**src/rtl/vbi_pkg.sv**
```systemverilog
// Constants, register map and types for the VBI data line inserter.
// Assumes a 100 MHz pclk and line timing from the encoder on the same clock.
// Summary of operation
// RULE1: Caption on line 21 odd, 284 even
// RULE2: Caption opens with seven-cycle locked run-in
// RULE3: Two blank bits, then start bit one
// RULE4: Two bytes, seven data bits, odd parity
// RULE5: Even field line 284 uses extended registers
// RULE6: Own timing; pixel input ignored on 21/284
// RULE7: Single-buffered bytes go out next eligible line
// RULE8: Host loads bytes by line 20 or 283
// RULE9: Host writes zeros when nothing new
// RULE10: Host pairs control codes in one field
// RULE11: Copy-control on 20 odd, 283 even, NTSC
// RULE12: Config bits 5 and 6 enable per field
// RULE13: Twenty-bit copy word after reference pulse
// RULE14: Copy bits from lo, mid, config low nibble
// RULE15: Auto CRC fills bits 14-19, x6+x+1
// RULE16: Without auto CRC send all bits unchanged
// RULE17: Widescreen word on line 23, PAL only
// RULE18: Fourteen-bit widescreen word after run-in, start
// RULE19: Widescreen bits from lo and mid registers
// RULE20: Config bit 7 enables widescreen line
// RULE21: Line 23 video resumes after 42.5 us
// RULE22: Host sets widescreen bit 3 odd parity
// RULE23: Field and line counters pick insertion lines
package vbi_pkg;

  localparam int CLK_MHZ = 100;

  // Byte addresses on APB
  localparam logic [7:0] ADDR_CC_DATA0 = 8'h00;
  localparam logic [7:0] ADDR_CC_DATA1 = 8'h04;
  localparam logic [7:0] ADDR_CC_EXT0 = 8'h08;
  localparam logic [7:0] ADDR_CC_EXT1 = 8'h0c;
  localparam logic [7:0] ADDR_COPY_CFG = 8'h10;
  localparam logic [7:0] ADDR_COPY_MID = 8'h14;
  localparam logic [7:0] ADDR_COPY_LO = 8'h18;
  localparam logic [7:0] ADDR_CTRL = 8'h1c;
  localparam logic [7:0] ADDR_STATUS = 8'h20;

  // Field positions
  localparam int CFG_AUTO_CRC = 4;
  localparam int CFG_ODD_EN = 5;
  localparam int CFG_EVEN_EN = 6;
  localparam int CFG_WSS_EN = 7;
  localparam int CTRL_CC_EN = 0;
  localparam int CTRL_EXT_EN = 1;
  localparam int CTRL_PAL = 2;
  localparam logic [7:0] REG_RESET = 8'h00;

  // Line numbers
  localparam logic [9:0] LINE_CC_ODD = 10'd21;
  localparam logic [9:0] LINE_CC_EVEN = 10'd284;
  localparam logic [9:0] LINE_COPY_ODD = 10'd20;
  localparam logic [9:0] LINE_COPY_EVEN = 10'd283;
  localparam logic [9:0] LINE_WSS = 10'd23;

  // Times in ns from the falling edge of horizontal sync
  localparam int CC_START_NS = 10500;
  localparam int CC_BIT_NS = 1986;
  localparam int COPY_START_NS = 11200;
  localparam int COPY_BIT_NS = 2235;
  localparam int WSS_START_NS = 11000;
  localparam int WSS_EL_NS = 200;
  localparam int WSS_VIDEO_NS = 42500;
  localparam int CC_START_CYC = CC_START_NS * CLK_MHZ / 1000;
  localparam int CC_BIT_CYC = CC_BIT_NS * CLK_MHZ / 1000;
  localparam int COPY_START_CYC = COPY_START_NS * CLK_MHZ / 1000;
  localparam int COPY_BIT_CYC = COPY_BIT_NS * CLK_MHZ / 1000;
  localparam int WSS_START_CYC = WSS_START_NS * CLK_MHZ / 1000;
  localparam int WSS_EL_CYC = WSS_EL_NS * CLK_MHZ / 1000;
  localparam int WSS_VIDEO_CYC = (WSS_VIDEO_NS * CLK_MHZ + 999) / 1000;

  // Serial frame layouts, first element in the MSB
  localparam int SER_W = 144;
  localparam logic [13:0] CC_RUNIN = 14'h2aaa;
  localparam logic [2:0] CC_GAP_START = 3'h1;
  localparam logic [7:0] CC_LEN = 8'd33;
  localparam logic [7:0] COPY_LEN = 8'd21;
  localparam logic [28:0] WSS_RUNIN = 29'h1f1c71c7;
  localparam logic [23:0] WSS_STARTCODE = 24'h1e3c1f;
  localparam logic [7:0] WSS_LEN = 8'd137;
  localparam logic [5:0] CRC_PRESET = 6'h3f;
  localparam logic [5:0] CRC_POLY = 6'h03;

  // Output levels
  localparam logic [7:0] LVL_BLANK = 8'h10;
  localparam logic [7:0] LVL_HIGH = 8'heb;

  typedef struct packed {
    logic line_start;
    logic field_odd;
    logic [9:0] line_num;
  } vbi_timing_t;

  typedef enum logic [3:0] {
    K_NONE = 4'b0001,
    K_CC = 4'b0010,
    K_COPY = 4'b0100,
    K_WSS = 4'b1000
  } vbi_kind_t;

  typedef enum logic [2:0] {
    ST_WAIT = 3'b001,
    ST_SEND = 3'b010,
    ST_HOLD = 3'b100
  } vbi_state_t;

endpackage : vbi_pkg

```
**src/rtl/vbi_data_line_inserter.sv**
```systemverilog
// Serializes caption, copy-control and widescreen data onto VBI lines.
// Assumes timing, pixel input and APB all on pclk; line_start marks hsync fall.
//
// Added by the designer: the APB slave port and the register addresses.
`timescale 1ns/10ps
module vbi_data_line_inserter #(
  parameter int WSS_VIDEO_CYCLES = vbi_pkg::WSS_VIDEO_CYC
) (
  input wire logic pclk,
  input wire logic presetn,
  input wire logic psel,
  input wire logic penable,
  input wire logic pwrite,
  input wire logic [7:0] paddr,
  input wire logic [31:0] pwdata,
  output logic [31:0] prdata,
  output logic pready,
  output logic pslverr,
  input wire vbi_pkg::vbi_timing_t timing,
  input wire logic [7:0] pixel_in,
  output logic [7:0] pixel_out,
  output logic inserting
);

  function automatic logic [7:0] rev8(input logic [7:0] v);
    logic [7:0] r;
    r = '0;
    for (int i = 0; i < 8; i++)
      r[i] = v[7 - i];
    return r;
  endfunction : rev8

  // Byte as sent: seven data bits LSB first, odd parity last
  function automatic logic [7:0] cc_byte(input logic [7:0] v);
    cc_byte = rev8({~^v[6:0], v[6:0]});
  endfunction : cc_byte

  function automatic logic [5:0] crc6(input logic [13:0] d);
    logic [5:0] c;
    logic fb;
    c = vbi_pkg::CRC_PRESET;
    fb = 1'b0;
    for (int i = 0; i < 14; i++)
    begin
      fb = d[i] ^ c[5];
      c = {c[4:0], 1'b0} ^ (fb ? vbi_pkg::CRC_POLY : 6'h00);
    end
    return c;
  endfunction : crc6

  function automatic logic [19:0] rev20(input logic [19:0] v);
    logic [19:0] r;
    r = '0;
    for (int i = 0; i < 20; i++)
      r[i] = v[19 - i];
    return r;
  endfunction : rev20

  // Each widescreen bit is six elements: one as 111000, zero as 000111
  function automatic logic [83:0] biphase(input logic [13:0] w);
    logic [83:0] r;
    r = '0;
    for (int i = 0; i < 14; i++)
      r[83 - 6 * i -: 6] = w[i] ? 6'b111000 : 6'b000111;
    return r;
  endfunction : biphase

  // Registers
  logic [7:0] cc0_reg, cc1_reg, ext0_reg, ext1_reg;
  logic [7:0] cfg_reg, mid_reg, lo_reg, ctrl_reg;
  logic [31:0] prdata_reg;

  // Line engine
  vbi_pkg::vbi_kind_t kind_reg, kind_next;
  vbi_pkg::vbi_state_t state_reg, state_next;
  logic [12:0] lcnt_reg;
  logic [11:0] pcnt_reg;
  logic [7:0] nbits_reg;
  logic [vbi_pkg::SER_W-1:0] shreg_reg, load_vec;
  logic [11:0] start_cyc, bit_cyc;
  logic [7:0] pixel_reg;

  // APB decode
  wire setup = psel && !penable;
  wire wr_en = psel && penable && pwrite;
  wire hit_cc0 = paddr == vbi_pkg::ADDR_CC_DATA0;
  wire hit_cc1 = paddr == vbi_pkg::ADDR_CC_DATA1;
  wire hit_ext0 = paddr == vbi_pkg::ADDR_CC_EXT0;
  wire hit_ext1 = paddr == vbi_pkg::ADDR_CC_EXT1;
  wire hit_cfg = paddr == vbi_pkg::ADDR_COPY_CFG;
  wire hit_mid = paddr == vbi_pkg::ADDR_COPY_MID;
  wire hit_lo = paddr == vbi_pkg::ADDR_COPY_LO;
  wire hit_ctrl = paddr == vbi_pkg::ADDR_CTRL;
  wire hit_stat = paddr == vbi_pkg::ADDR_STATUS;
  wire mapped = hit_cc0 | hit_cc1 | hit_ext0 | hit_ext1 | hit_cfg | hit_mid
    | hit_lo | hit_ctrl | hit_stat;
  wire [7:0] status = {3'h0, state_reg == vbi_pkg::ST_SEND, kind_reg};
  wire [7:0] rd_sel = hit_cc0 ? cc0_reg : hit_cc1 ? cc1_reg : hit_ext0 ? ext0_reg
    : hit_ext1 ? ext1_reg : hit_cfg ? cfg_reg : hit_mid ? mid_reg
    : hit_lo ? lo_reg : hit_ctrl ? ctrl_reg : hit_stat ? status : 8'h00;

  assign pready = 1'b1;
  assign pslverr = psel && penable && !mapped;
  assign prdata = prdata_reg;

  always_ff @(posedge pclk or negedge presetn)
  begin
    if (!presetn)
    begin
      cc0_reg <= vbi_pkg::REG_RESET;
      cc1_reg <= vbi_pkg::REG_RESET;
      ext0_reg <= vbi_pkg::REG_RESET;
      ext1_reg <= vbi_pkg::REG_RESET;
      cfg_reg <= vbi_pkg::REG_RESET;
      mid_reg <= vbi_pkg::REG_RESET;
      lo_reg <= vbi_pkg::REG_RESET;
      ctrl_reg <= vbi_pkg::REG_RESET;
      prdata_reg <= 32'h0000_0000;
    end
    else
    begin
      if (wr_en && hit_cc0) cc0_reg <= pwdata[7:0];
      if (wr_en && hit_cc1) cc1_reg <= pwdata[7:0];
      if (wr_en && hit_ext0) ext0_reg <= pwdata[7:0];
      if (wr_en && hit_ext1) ext1_reg <= pwdata[7:0];
      if (wr_en && hit_cfg) cfg_reg <= pwdata[7:0];
      if (wr_en && hit_mid) mid_reg <= pwdata[7:0];
      if (wr_en && hit_lo) lo_reg <= pwdata[7:0];
      if (wr_en && hit_ctrl) ctrl_reg <= pwdata[7:0];
      if (setup) prdata_reg <= {24'h000000, rd_sel};
    end
  end

  // Line selection from the encoder's field and line counters
  wire pal = ctrl_reg[vbi_pkg::CTRL_PAL];
  wire odd = timing.field_odd;
  wire [9:0] ln = timing.line_num;
  wire is_cc_odd = !pal && odd && ln == vbi_pkg::LINE_CC_ODD; // RULE1 RULE23
  wire is_cc_even = !pal && !odd && ln == vbi_pkg::LINE_CC_EVEN; // RULE1 RULE5 RULE23
  wire cc_go = (is_cc_odd && ctrl_reg[vbi_pkg::CTRL_CC_EN])
    || (is_cc_even && ctrl_reg[vbi_pkg::CTRL_EXT_EN]);
  wire copy_go = !pal && ((odd && ln == vbi_pkg::LINE_COPY_ODD // RULE11
    && cfg_reg[vbi_pkg::CFG_ODD_EN]) || (!odd && ln == vbi_pkg::LINE_COPY_EVEN
    && cfg_reg[vbi_pkg::CFG_EVEN_EN])); // RULE12
  wire wss_go = pal && ln == vbi_pkg::LINE_WSS && cfg_reg[vbi_pkg::CFG_WSS_EN]; // RULE17 RULE20

  // Payload words, bit 0 first on the line
  wire [7:0] cc_b0 = cc_byte(is_cc_even ? ext0_reg : cc0_reg); // RULE4 RULE5
  wire [7:0] cc_b1 = cc_byte(is_cc_even ? ext1_reg : cc1_reg);
  wire [19:0] copy_raw = {cfg_reg[3:0], mid_reg, lo_reg}; // RULE14
  wire [5:0] copy_crc = crc6(copy_raw[13:0]);
  wire [19:0] copy_word = cfg_reg[vbi_pkg::CFG_AUTO_CRC]
    ? {copy_crc, copy_raw[13:0]} // RULE15
    : copy_raw; // RULE16
  wire [13:0] wss_word = {mid_reg[5:0], lo_reg}; // RULE19

  // Frames are captured at line start straight from the registers
  wire [vbi_pkg::SER_W-1:0] cc_vec = {vbi_pkg::CC_RUNIN, 2'b00, 1'b1, // RULE2 RULE3
    cc_b0, cc_b1, 111'h0}; // RULE4 RULE7
  wire [vbi_pkg::SER_W-1:0] copy_vec = {1'b1, rev20(copy_word), 123'h0}; // RULE13
  wire [vbi_pkg::SER_W-1:0] wss_vec = {vbi_pkg::WSS_RUNIN, vbi_pkg::WSS_STARTCODE,
    biphase(wss_word), 7'h00}; // RULE18

  assign kind_next = cc_go ? vbi_pkg::K_CC : copy_go ? vbi_pkg::K_COPY
    : wss_go ? vbi_pkg::K_WSS : vbi_pkg::K_NONE;
  assign load_vec = cc_go ? cc_vec : copy_go ? copy_vec : wss_vec;

  always_comb
  begin
    unique case (kind_reg)
      vbi_pkg::K_CC:
      begin
        start_cyc = 12'(vbi_pkg::CC_START_CYC);
        bit_cyc = 12'(vbi_pkg::CC_BIT_CYC);
      end
      vbi_pkg::K_COPY:
      begin
        start_cyc = 12'(vbi_pkg::COPY_START_CYC);
        bit_cyc = 12'(vbi_pkg::COPY_BIT_CYC);
      end
      default:
      begin
        start_cyc = 12'(vbi_pkg::WSS_START_CYC);
        bit_cyc = 12'(vbi_pkg::WSS_EL_CYC);
      end
    endcase
  end

  wire bit_end = pcnt_reg == bit_cyc - 12'd1;
  wire last_bit = nbits_reg == 8'd1;

  always_comb
  begin
    state_next = state_reg;
    unique case (state_reg)
      vbi_pkg::ST_WAIT:
        if (kind_reg != vbi_pkg::K_NONE && lcnt_reg == {1'b0, start_cyc})
          state_next = vbi_pkg::ST_SEND;
      vbi_pkg::ST_SEND:
        if (bit_end && last_bit)
          state_next = vbi_pkg::ST_HOLD;
      vbi_pkg::ST_HOLD:
        state_next = vbi_pkg::ST_HOLD;
    endcase
    if (timing.line_start)
      state_next = vbi_pkg::ST_WAIT;
  end

  wire video_back = kind_reg == vbi_pkg::K_WSS
    && lcnt_reg >= 13'(WSS_VIDEO_CYCLES); // RULE21
  // Inserted lines ignore pixel input outside the data too, except widescreen lines from 42.5 us on
  wire [7:0] px_next = kind_reg == vbi_pkg::K_NONE ? pixel_in
    : state_reg == vbi_pkg::ST_SEND ? (shreg_reg[vbi_pkg::SER_W-1]
      ? vbi_pkg::LVL_HIGH : vbi_pkg::LVL_BLANK)
    : video_back ? pixel_in : vbi_pkg::LVL_BLANK; // RULE6

  always_ff @(posedge pclk or negedge presetn)
  begin
    if (!presetn)
    begin
      kind_reg <= vbi_pkg::K_NONE;
      state_reg <= vbi_pkg::ST_HOLD;
      lcnt_reg <= 13'h0000;
      pcnt_reg <= 12'h000;
      nbits_reg <= 8'h00;
      shreg_reg <= '0;
      pixel_reg <= vbi_pkg::LVL_BLANK;
    end
    else
    begin
      state_reg <= state_next;
      pixel_reg <= px_next;
      pcnt_reg <= (state_reg != vbi_pkg::ST_SEND || bit_end) ? 12'h000 : pcnt_reg + 12'd1;
      if (lcnt_reg != 13'h1fff) lcnt_reg <= lcnt_reg + 13'd1;
      if (state_reg == vbi_pkg::ST_SEND && bit_end)
      begin
        shreg_reg <= {shreg_reg[vbi_pkg::SER_W-2:0], 1'b0};
        nbits_reg <= nbits_reg - 8'd1;
      end
      if (timing.line_start)
      begin
        kind_reg <= kind_next; // RULE23
        lcnt_reg <= 13'h0000;
        shreg_reg <= load_vec; // RULE7
        nbits_reg <= cc_go ? vbi_pkg::CC_LEN : copy_go ? vbi_pkg::COPY_LEN
          : vbi_pkg::WSS_LEN;
      end
    end
  end

  assign pixel_out = pixel_reg;
  assign inserting = kind_reg != vbi_pkg::K_NONE;

  // Views of the frame just loaded, for the checks below
  wire [7:0] cc0_flip = rev8({1'b0, cc0_reg[6:0]});
  wire [7:0] ext0_flip = rev8({1'b0, ext0_reg[6:0]});
  wire [19:0] copy_sent = rev20(shreg_reg[142:123]);

  // Checks
  a_cc_line_kind: assert property (@(posedge pclk) disable iff (!presetn) // RULE1
    timing.line_start && is_cc_odd && ctrl_reg[vbi_pkg::CTRL_CC_EN]
    |=> kind_reg == vbi_pkg::K_CC)
    else $error("caption line not selected");

  a_cc_runin: assert property (@(posedge pclk) disable iff (!presetn) // RULE2
    timing.line_start && cc_go |=> shreg_reg[143:130] == 14'h2aaa)
    else $error("caption run-in pattern wrong");

  a_cc_start_bit: assert property (@(posedge pclk) disable iff (!presetn) // RULE3
    timing.line_start && cc_go |=> shreg_reg[129:127] == 3'b001 && nbits_reg == 8'd33)
    else $error("caption gap or start bit wrong");

  a_cc_odd_parity: assert property (@(posedge pclk) disable iff (!presetn) // RULE4
    timing.line_start && cc_go |=> ^shreg_reg[126:119] && ^shreg_reg[118:111])
    else $error("caption byte parity not odd");

  a_cc_ext_source: assert property (@(posedge pclk) disable iff (!presetn) // RULE5
    timing.line_start && cc_go && is_cc_even
    |=> shreg_reg[126:120] == $past(ext0_flip[7:1]))
    else $error("extended caption source wrong");

  a_cc_pixel_ignored: assert property (@(posedge pclk) disable iff (!presetn) // RULE6
    kind_reg == vbi_pkg::K_CC && !timing.line_start
    |=> pixel_out == vbi_pkg::LVL_BLANK || pixel_out == vbi_pkg::LVL_HIGH)
    else $error("pixel input leaked onto caption line");

  a_copy_ntsc_only: assert property (@(posedge pclk) disable iff (!presetn) // RULE11
    timing.line_start && copy_go |-> !pal && (ln == 10'd20 || ln == 10'd283))
    else $error("copy-control on wrong line or standard");

  a_copy_field_en: assert property (@(posedge pclk) disable iff (!presetn) // RULE12
    timing.line_start && copy_go |-> cfg_reg[odd ? 5 : 6])
    else $error("copy-control field enable ignored");

  a_copy_ref_pulse: assert property (@(posedge pclk) disable iff (!presetn) // RULE13
    timing.line_start && copy_go |=> shreg_reg[143] && nbits_reg == 8'd21)
    else $error("copy-control reference pulse missing");

  a_copy_crc: assert property (@(posedge pclk) disable iff (!presetn) // RULE15
    timing.line_start && copy_go && cfg_reg[4]
    |=> copy_sent[19:14] == $past(copy_crc))
    else $error("automatic CRC wrong");

  a_wss_pal_only: assert property (@(posedge pclk) disable iff (!presetn) // RULE17
    timing.line_start ##1 kind_reg == vbi_pkg::K_WSS |-> $past(pal))
    else $error("widescreen sent outside PAL");

  a_wss_video_back: assert property (@(posedge pclk) disable iff (!presetn) // RULE21
    video_back && state_reg == vbi_pkg::ST_HOLD && !timing.line_start
    |=> pixel_out == $past(pixel_in))
    else $error("video not restored on line 23");

  a_cc_odd_source: assert property (@(posedge pclk) disable iff (!presetn) // RULE4
    timing.line_start && cc_go && is_cc_odd
    |=> shreg_reg[126:120] == $past(cc0_flip[7:1]))
    else $error("caption data source wrong");

  a_cc_even_kind: assert property (@(posedge pclk) disable iff (!presetn) // RULE5
    timing.line_start && is_cc_even && ctrl_reg[vbi_pkg::CTRL_EXT_EN]
    |=> kind_reg == vbi_pkg::K_CC)
    else $error("extended caption line not selected");

  a_cc_off_line: assert property (@(posedge pclk) disable iff (!presetn) // RULE1
    timing.line_start && is_cc_odd && !ctrl_reg[vbi_pkg::CTRL_CC_EN]
    |=> kind_reg != vbi_pkg::K_CC)
    else $error("caption sent while disabled");

  a_cc_gap_start: assert property (@(posedge pclk) disable iff (!presetn) // RULE3
    kind_reg == vbi_pkg::K_CC && state_reg == vbi_pkg::ST_SEND
    && (nbits_reg == 8'd17 || nbits_reg == 8'd18 || nbits_reg == 8'd19)
    |-> shreg_reg[vbi_pkg::SER_W-1] == (nbits_reg == 8'd17))
    else $error("caption gap or start bit misplaced");

  a_send_counters: assert property (@(posedge pclk) disable iff (!presetn) // RULE2
    state_reg == vbi_pkg::ST_SEND |-> pcnt_reg < bit_cyc && nbits_reg != 8'd0)
    else $error("bit timer or element count out of range");

  a_line_restart: assert property (@(posedge pclk) disable iff (!presetn) // RULE7
    timing.line_start |=> state_reg == vbi_pkg::ST_WAIT && lcnt_reg == 13'h0000)
    else $error("line engine not restarted at line start");

  a_idle_pass: assert property (@(posedge pclk) disable iff (!presetn) // RULE23
    kind_reg == vbi_pkg::K_NONE && !timing.line_start
    |=> pixel_out == $past(pixel_in))
    else $error("plain line not passed through");

  a_copy_kind: assert property (@(posedge pclk) disable iff (!presetn) // RULE11
    timing.line_start && copy_go |=> kind_reg == vbi_pkg::K_COPY)
    else $error("copy-control line not selected");

  a_copy_low_bits: assert property (@(posedge pclk) disable iff (!presetn) // RULE14
    timing.line_start && copy_go
    |=> copy_sent[13:0] == {$past(mid_reg[5:0]), $past(lo_reg)})
    else $error("copy-control payload order wrong");

  a_copy_raw_bits: assert property (@(posedge pclk) disable iff (!presetn) // RULE16
    timing.line_start && copy_go && !cfg_reg[vbi_pkg::CFG_AUTO_CRC]
    |=> copy_sent == {$past(cfg_reg[3:0]), $past(mid_reg), $past(lo_reg)})
    else $error("copy-control word altered without auto CRC");

  a_wss_frame_head: assert property (@(posedge pclk) disable iff (!presetn) // RULE18
    timing.line_start && wss_go |=> shreg_reg[143:115] == vbi_pkg::WSS_RUNIN
    && shreg_reg[114:91] == vbi_pkg::WSS_STARTCODE && nbits_reg == 8'd137)
    else $error("widescreen run-in or start code wrong");

  a_wss_payload_ends: assert property (@(posedge pclk) disable iff (!presetn) // RULE19
    timing.line_start && wss_go
    |=> shreg_reg[90:85] == ($past(lo_reg[0]) ? 6'h38 : 6'h07)
    && shreg_reg[12:7] == ($past(mid_reg[5]) ? 6'h38 : 6'h07))
    else $error("widescreen payload source wrong");

  a_wss_line_off: assert property (@(posedge pclk) disable iff (!presetn) // RULE20
    timing.line_start && !cfg_reg[vbi_pkg::CFG_WSS_EN] |=> kind_reg != vbi_pkg::K_WSS)
    else $error("widescreen sent while disabled");

endmodule : vbi_data_line_inserter

```
**config.mk**
```make
export PLATFORM = sky130hd
export DESIGN_NAME = vbi_data_line_inserter
export DESIGN_NICKNAME = d
export VERILOG_FILES = /design/src/rtl/vbi_pkg.sv /design/src/rtl/vbi_data_line_inserter.sv
export SDC_FILE = /design/constraint.sdc
export NUM_CORES = 1
export LEC_CHECK = 0
export BUFFER_PORTS_ARGS = -buffer_cell sky130_fd_sc_hd__clkbuf_2
export CAP_MARGIN = 20
export CORE_MARGIN = 2
export CORE_UTILIZATION = 36
export CTS_CLUSTER_SIZE = 30
export DETAILED_ROUTE_END_ITERATION = 16
export GPL_TIMING_DRIVEN = 0
export PLACE_DENSITY = 0.65
export SYNTH_ARGS = -nofsm -noshare
export SYNTH_HDL_FRONTEND = slang
export SYNTH_SLANG_ARGS = --single-unit
```
**constraint.sdc**
```tcl
create_clock -name pclk -period 4.5 [get_ports pclk]
set_clock_uncertainty 0.1 [all_clocks]
set_input_delay 0.9 -clock pclk [delete_from_list [all_inputs] [get_ports pclk]]
set_output_delay 0.9 -clock pclk [all_outputs]
set_load 0.05 [all_outputs]
```
Yosys cells after proc, flatten, opt, wreduce, memory -nomap -nowiden
Index checks and enable logic that the tools add are counted.

word-level totals
  RAM bits = 0
  memories = 0
  bits in latches = 0
  register bits after elaboration = 264
  output and inout bits = 43
  input bits = 65
  memory bits (read-only) = 0

operators by class
  equal/unequal tests = 28
  reduce and logical (&&, ||, !) cells = 42
  divide/modulo/power cells = 0
  shifts and indexed selects = 0
  bitwise operators = 35
  multipliers = 0
  $lt $le $gt $ge = 1
  add/sub/neg operators = 4
  multiplexer cells = 64

operators with widths
  cell                                                       count
  two-way mux 144 bit                                        2
  two-way mux 143 bit                                        2
  two-way mux 8 bit                                          16
  two-way mux 6 bit                                          14
  XOR 6 x 2 -> 6 bit                                         13
  equality test 8 x 5 -> 1 bit, second input constant        4
  equality test 10 x 5 -> 1 bit, second input constant       3
  logical AND 1 bit                                          29
  two-way mux 2 bit                                          14
  two-way mux 13 bit                                         2
  equality test 10 x 9 -> 1 bit, second input constant       2
  two-way mux 20 bit                                         1
  equality test 8 x 4 -> 1 bit, second input constant        2
  case mux 8 bit (2 select lines)                            1
  two-way mux 7 bit                                          2
  case mux 7 bit (2 select lines)                            1
  XNOR reduction 7 bit                                       2
  adder 13 x 1 -> 13 bit, second input constant              1
  equality test 13 x 12 -> 1 bit                             1
  greater-or-equal comparator 13 bit, second input constant  1
  != test 13 bit, second input constant                      1
  XOR 1 bit                                                  13
  adder 12 x 1 -> 12 bit, second input constant              1
  equality test 12 bit                                       1
  27 further kinds                                           45

Longest topological paths before layout
Gate-level depths: netlist (run 1).

  depth after elaboration = 45
  gate-level depth with buffers = 10

Least setup slack after synthesis (run 1)
No wires, ideal clock.

  path kind = input -> output
  from = input port paddr[2]
  to = output port pslverr
  cell stages on the path = 5
  required time = 3500 ps
  setup slack = 708 ps
  data arrival time = 2792 ps
  cell sequence = clkbuf_1 > clkbuf_1 > buf_1 > o31ai_1 > a31oi_1

between the ends
  cells in the longest elaborated chain, start to end = 11

RTL lines
  what                                                             line                                                        text
  start, declared                                                  vbi_data_line_inserter.sv:14                                input wire logic [7:0] paddr,
  equality test 8 x 3 -> 1 bit or zero test 8 bit (tied branches)  vbi_data_line_inserter.sv:87, vbi_data_line_inserter.sv:86
  OR 1 bit (5 in a row)                                            vbi_data_line_inserter.sv:95                                wire mapped = hit_cc0 | hit_cc1 | hit_ext0 | hit_ext1 | hit_cfg | hit_mid
  OR 1 bit (2 in a row)                                            vbi_data_line_inserter.sv:96                                | hit_lo | hit_ctrl | hit_stat;
  OR 1 bit *                                                       vbi_data_line_inserter.sv:96
  zero test 1 bit *                                                vbi_data_line_inserter.sv:103                               assign pslverr = psel && penable && !mapped;
  logical AND 1 bit *                                              vbi_data_line_inserter.sv:103
  end, declared                                                    vbi_data_line_inserter.sv:18                                output logic pslverr,

Mark *: on every way between the ends. The rest lies on a longest branch, timed or not.

Worst setup path in the final report (run 1)
Ends and elaborated chain as after synthesis.

==> key figures, run 1 <==
Global route
  – GRT overflow: 0
  – GRT Overall Usage: 0.185
  – Initial antenna violation count: 0
  – Global-route wire length before repair: 55.9 mm
  – Vias in the first global route: 9953
  – Largest net degree at the start of global routing: 90

Yosys
  – FFs w/ async S/R, synth: 1.00
  – Mapped Area: 12900 um2
  – Main combinational cell family by area after synthesis: compound AO/OA/AOI/OAI gates
  – Post-Synth XOR/XNOR Area: 0.0493
  – Yosys cell types: 69
  – Post-synthesis sequential area ratio: 0.498
  – Post-synthesis mux area share: 0.0950
  – Primary FF master, synth: dfrtp_1
  – Synthesis-stage register bit count: 257
  – Post-synth EDFFs: 0
  – Synth Warn #: 0
  – Synth Area in Compound Gates: 0.180
  – Post-synthesis cell count: 1291
  – Average size of a mapped cell: 10.0 um2
  – Simple-gate share of the synthesized area: 0.111
  – Synth Area in Adders: 0.00484

Placement
  – Placement Cell Area: 13900 um2
  – IO buf count: 57
  – Worst slack at placement: 0.536 ns
  – Final HPWL DP: 24.3 mm
  – GPL Wtd Cong: 0.923

Power and ir drop
  – Internal power: 4210 uW
  – Max VDD drop: 277 uV
  – Comb pwr share: 0.103
  – LEAKAGE: 0.00681 uW
  – Clock Power Share: 0.452
  – Switch share: 0.248
  – PwrDens: 374 nW/um2
  – Proportion of power drawn by flip-flops and latches: 0.445
  – Total power: 5610 uW
  – Net Switching: 1390 uW

Timing
  – Final Cycle Share: 0.896
  – Least-Margin Pin Slew: 1.05 ns
  – Fin. Hold Viols: 0
  – Peak Freq: 0.248 GHz
  – RSZ-0062 raised after global routing: no
  – Final setup violating endpoints: 0
  – Post-route setup slack: 0.466 ns
  – Worst rel slew slack: 0.299
  – Tmin final: 4.03 ns
  – Max-slew violations: 0
  – TNS Setup: 0 ns

Clock tree
  – Clk_lat worst skew: 0.55 ns
  – Gates resized, CTS repair: 0
  – CTS buffer count: 28
  – Clock sink count: 257
  – Clk root buf: clkbuf_16
  – CTS tree: built
  – Post-CTS Hold Buffers: 0
  – Clock slew at reported path FFs: 0.06 ns
  – CTS Buffer Depth: 3
  – # H-tree levels: 1
  – Setup repair bufs after CTS: 0

Die
  – Initial Utilization: 0.364
  – Die Wd: 193 um
  – Total core area: 35500 um2
  – Die Y: 193 um
  – I/O pins: 108
  – Total die area: 37400 um2
  – Row count: 69

Detailed routing
  – Vias per cell: 5.36
  – DRC viols: 0
  – Routed wire length: 34.8 mm
  – Post-route ant nets: 0
  – Routed vias: 10103
  – Drt wl/cell: 18.4 um
  – Initial DRC count: 892
  – Pre-Repair DR Iteration Count: 5

Worst setup path
  – FF-to-FF Start: kind_reg[3]
  – Reg2Reg Capture Point: shreg_reg[119]
  – CP Launch Type: primary input
  – R2R depth: 9
  – R2R Setup Slk: 0.91 ns
  – Arrival time at the worst endpoint: 3.03 ns
  – Crit-path leading delay family: buffers and inverters
  – Worst path max stage delay: 0.50 ns
  – Critical path class: primary input to output pin
  – Critical path peak fanout: 10
  – Critical path's slowest cell: buf_1
  – CP Capture Type: output pin
  – Worst setup path start: paddr[2]
  – CP bufs+invs: 5
  – Worst-path cell chain: clkbuf_2, clkbuf_1, clkbuf_1, buf_1, o31ai_1, a31oi_1, clkbuf_2
  – Worst EP required: 3.50 ns

Outcome
  – Status: complete, no violations

Finish
  – Max FFs per register: 137
  – Fin area: 15000 um2
  – P&R area growth vs syn: 15.8%
  – Share of cells above drive strength 1: 0.164
  – ANT cells: 0
  – Final net count: 1475

Run
  – Number of max-cap violations: 0

Worst hold path
  – Worst hold path class: primary input to async pin
metrics by stage:
step	hold WS, ns	std cells	utilization
3_5_place_dp	0.375	1835	0.393
5_1_grt	0.376	1886	0.422
4_1_cts	0.335	1885	0.422
2_1_floorplan	0.345	1314	-
3_3_place_gp	0.363	1832	0.391
6_report	0.317	1886	0.422
power by group through the flow:
| stage | registers, uW | logic [uW] | clock network (uW) |
|---|---|---|---|
| 2_1_floorplan | 2560 | 344 | 0 |
| 3_3_place_gp | 2530 | 558 | 0 |
| 3_5_place_dp | 2530 | 574 | 0 |
| 4_1_cts | 2490 | 578 | 2570 |
| 5_1_grt | 2510 | 634 | 2660 |
| 6_report | 2490 | 575 | 2540 |
synth_stat cells (17+ instances only):
cell type  count  area [um2]
xor2_1        23         201
o21ai_0       73         365
buf_4         30         225
a21oi_1      136         681
mux2_2        69         777
a22oi_1       18         135
o22ai_1       17         106
inv_1         62         233
o22a_1        23         201
clkbuf_1      63         236
xnor2_1       42         368
dfrtp_1      254        6360
nor2_1       132         495
mux2i_1       45         450
nand2_1       70         263
nand3_1       20         100
a2bb2oi_1     40         350
worst max path at each step:
stage                                end  slack, ns  cells after the start
after floorplan                  pslverr       0.71                      5
after global placement    shreg_reg[103]      -2.96                      1
after detailed placement         pslverr       0.54                      7
after CTS                        pslverr       0.52                      7
after global routing             pslverr       0.32                      7
final                            pslverr       0.47                      7
worst reg2reg max path, stage by stage, from the launching register on:
cell,delay (ns)
dfrtp_1,0.35
clkbuf_1,0.23
nor4b_1,0.61
mux2i_1,0.21
a2111oi_4,0.68
nand2_2,0.20
buf_2,0.29
clkbuf_1,0.26
o21ai_0,0.40
a21oi_1,0.13
placed cells by master (no fill, tap or decap), drive strengths merged, types with 45 or more instances in the layout:
cell type and n:
a21oi 137, buf 52, clkbuf 161, dfrtp 254, inv 62, mux2 69
mux2i 45, nand2 71, nor2 132, o21ai 75
per-layer routing:
metal | global-route usage | vias up | wire (um)
met5 | 0 | - | 0
met4 | 0.0608 | 0 | 1080
met3 | 0.0242 | 71 | 1930
met2 | 0.301 | 315 | 16300
met1 | 0.256 | 4970 | 15500
li1 | - | 4747 | -
cell type report:
cell class | instances | area [um2]
plain buffers | 112 | 567
clock buffers | 40 | 817
clock inverters | 10 | 205
fillers | 3407 | 20500
inverters | 62 | 233
multi-input cells | 883 | 5770
flip-flops and latches | 257 | 6430
well taps | 461 | 577
repair buffers | 61 | 362
logic make-up (layout without fill, tap and decap cells):
group,count (synthesis),in the layout
muxes,114,114
AOI/OAI and AO/OA,366,366
adders and majority gates,5,5
xor gates and xnor gates,68,68
buffers and inverters,174,285
DFF,257,257
and+or+nand+nor,305,305
other,2,25
Power figures use the tool's default switching activity.
==> inputs of run 2 (changes only) <==
- SLEW_MARGIN: not set -> 5
- clock period: 4.5 -> 4.1 ns (I/O delays scaled with it)
==> run 2 against run 1 <==
Compared with the run above:
- clock power increased by 8%
- design area about the same
- first-iteration DRC count increased by 1.5%
- register-to-register slack got worse by 0.45 ns
- combinational power increased by 10%
- sequential power increased by 10%
- non-clock buffer count unchanged
- critical endpoint unchanged
==> key figures, run 2 (same netlist as run 1, synthesis figures left out) <==
Finish
  – Finished Layout Cells: 1888
  – Final net count: 1476
  – Most frequent cells in the layout: dfrtp_1, a21oi_1, nor2_1, o21ai_0, nand2_1
  – ANT cells: 0
  – Fin area: 15000 um2
  – Max FFs per register: 137
  – Share of cells above drive strength 1: 0.167
  – P&R area growth vs syn: 15.7%
  – Most common cell after layout, fill and taps aside: dfrtp_1

Clock tree
  – Clk_lat worst skew: 0.56 ns
  – Clock sink count: 257
  – Gates resized, CTS repair: 0
  – CTS Buffer Depth: 3
  – Post-CTS Hold Buffers: 0
  – Clock slew at reported path FFs: 0.06 ns
  – CTS tree: built
  – Setup repair bufs after CTS: 0
  – CTS buffer count: 29
  – Clk root buf: clkbuf_16
  – # H-tree levels: 1

Placement
  – Final HPWL DP: 24.2 mm
  – Worst slack at placement: 0.341 ns
  – Placement Cell Area: 13900 um2
  – Count of placed standard cells including taps: 1835
  – IO buf count: 57
  – GPL Wtd Cong: 0.923

Worst setup path
  – Crit-path leading delay family: buffers and inverters
  – R2R Setup Slk: 0.46 ns
  – CP Capture Type: output pin
  – CP bufs+invs: 5
  – Worst path max stage delay: 0.50 ns
  – Worst setup path start: paddr[2]
  – Worst-path cell chain: clkbuf_2, clkbuf_1, clkbuf_1, buf_1, o31ai_1, a31oi_1, clkbuf_2
  – Worst EP required: 3.18 ns
  – R2R depth: 9
  – Critical path class: primary input to output pin
  – Critical path peak fanout: 10
  – Critical path's slowest cell: buf_1
  – CP Launch Type: primary input
  – Reg2Reg Capture Point: shreg_reg[119]
  – Arrival time at the worst endpoint: 2.93 ns
  – FF-to-FF Start: kind_reg[3]

Global route
  – Global-route wire length before repair: 55.8 mm
  – Vias in the first global route: 9917
  – GRT Overall Usage: 0.185
  – GRT overflow: 0
  – Largest net degree at the start of global routing: 90
  – Initial antenna violation count: 0

Timing
  – Tmin final: 3.85 ns
  – Post-route setup slack: 0.246 ns
  – Max-slew violations: 0
  – Final setup violating endpoints: 0
  – Final Hold Slack: 0.231 ns
  – Peak Freq: 0.260 GHz
  – Fin. Hold Viols: 0
  – RSZ-0062 raised after global routing: no
  – Least-Margin Pin Slew: 1.03 ns
  – Worst rel slew slack: 0.309
  – TNS Setup: 0 ns
  – Final Cycle Share: 0.940

Detailed routing
  – Pre-Repair DR Iteration Count: 5
  – Routed vias: 10146
  – Vias per cell: 5.37
  – Post-route ant nets: 0
  – Routed wire length: 34.7 mm
  – Initial DRC count: 905
  – DRC viols: 0
  – Drt wl/cell: 18.4 um

Die
  – Row count: 69
  – Initial Utilization: 0.364
  – Die Wd: 193 um
  – I/O pins: 108
  – Total die area: 37400 um2
  – Die Y: 193 um
  – Total core area: 35500 um2

Worst hold path
  – Worst hold path class: primary input to async pin

Outcome
  – Status: complete, no violations

Power and ir drop
  – PwrDens: 409 nW/um2
  – Max VDD drop: 267 uV
  – LEAKAGE: 0.00681 uW

Run
  – Number of max-cap violations: 0
run 2: layout make-up:
class,count,area (um2)
Tap cell,461,577
Multi-Input combinational cell,883,5770
Buffer,112,567
Clock buffer,36,792
Sequential cell,257,6430
Inverter,62,233
Fill cell,3395,20500
Timing Repair Buffer,61,362
Clock inverter,16,218
run 2: stage by stage:
stage          utilization  total power [uW]
2_1_floorplan            -              3190
3_3_place_gp         0.391              3390
3_5_place_dp         0.393              3410
4_1_cts              0.421              6150
5_1_grt              0.422              6340
6_report             0.422              6110
run 2: report_power, final:
group          switching [uW]  internal [uW]
clock network            1060           1680
registers                71.5           2670
logic                     426            206
run 2: routing by layer:
layer  wire length (um)  track usage
met3               2090       0.0256
met2              16000        0.295
met5                  0            0
met1              15600        0.259
met4               1110       0.0653
run 2: worst max path at each step:
stage                endpoint  slack, ns  cells past startpoint
3_5_place_dp          pslverr       0.34                      7
2_1_floorplan         pslverr       0.47                      5
6_report              pslverr       0.25                      7
4_1_cts               pslverr       0.32                      7
3_3_place_gp   shreg_reg[103]      -3.28                      1
5_1_grt               pslverr       0.15                      7
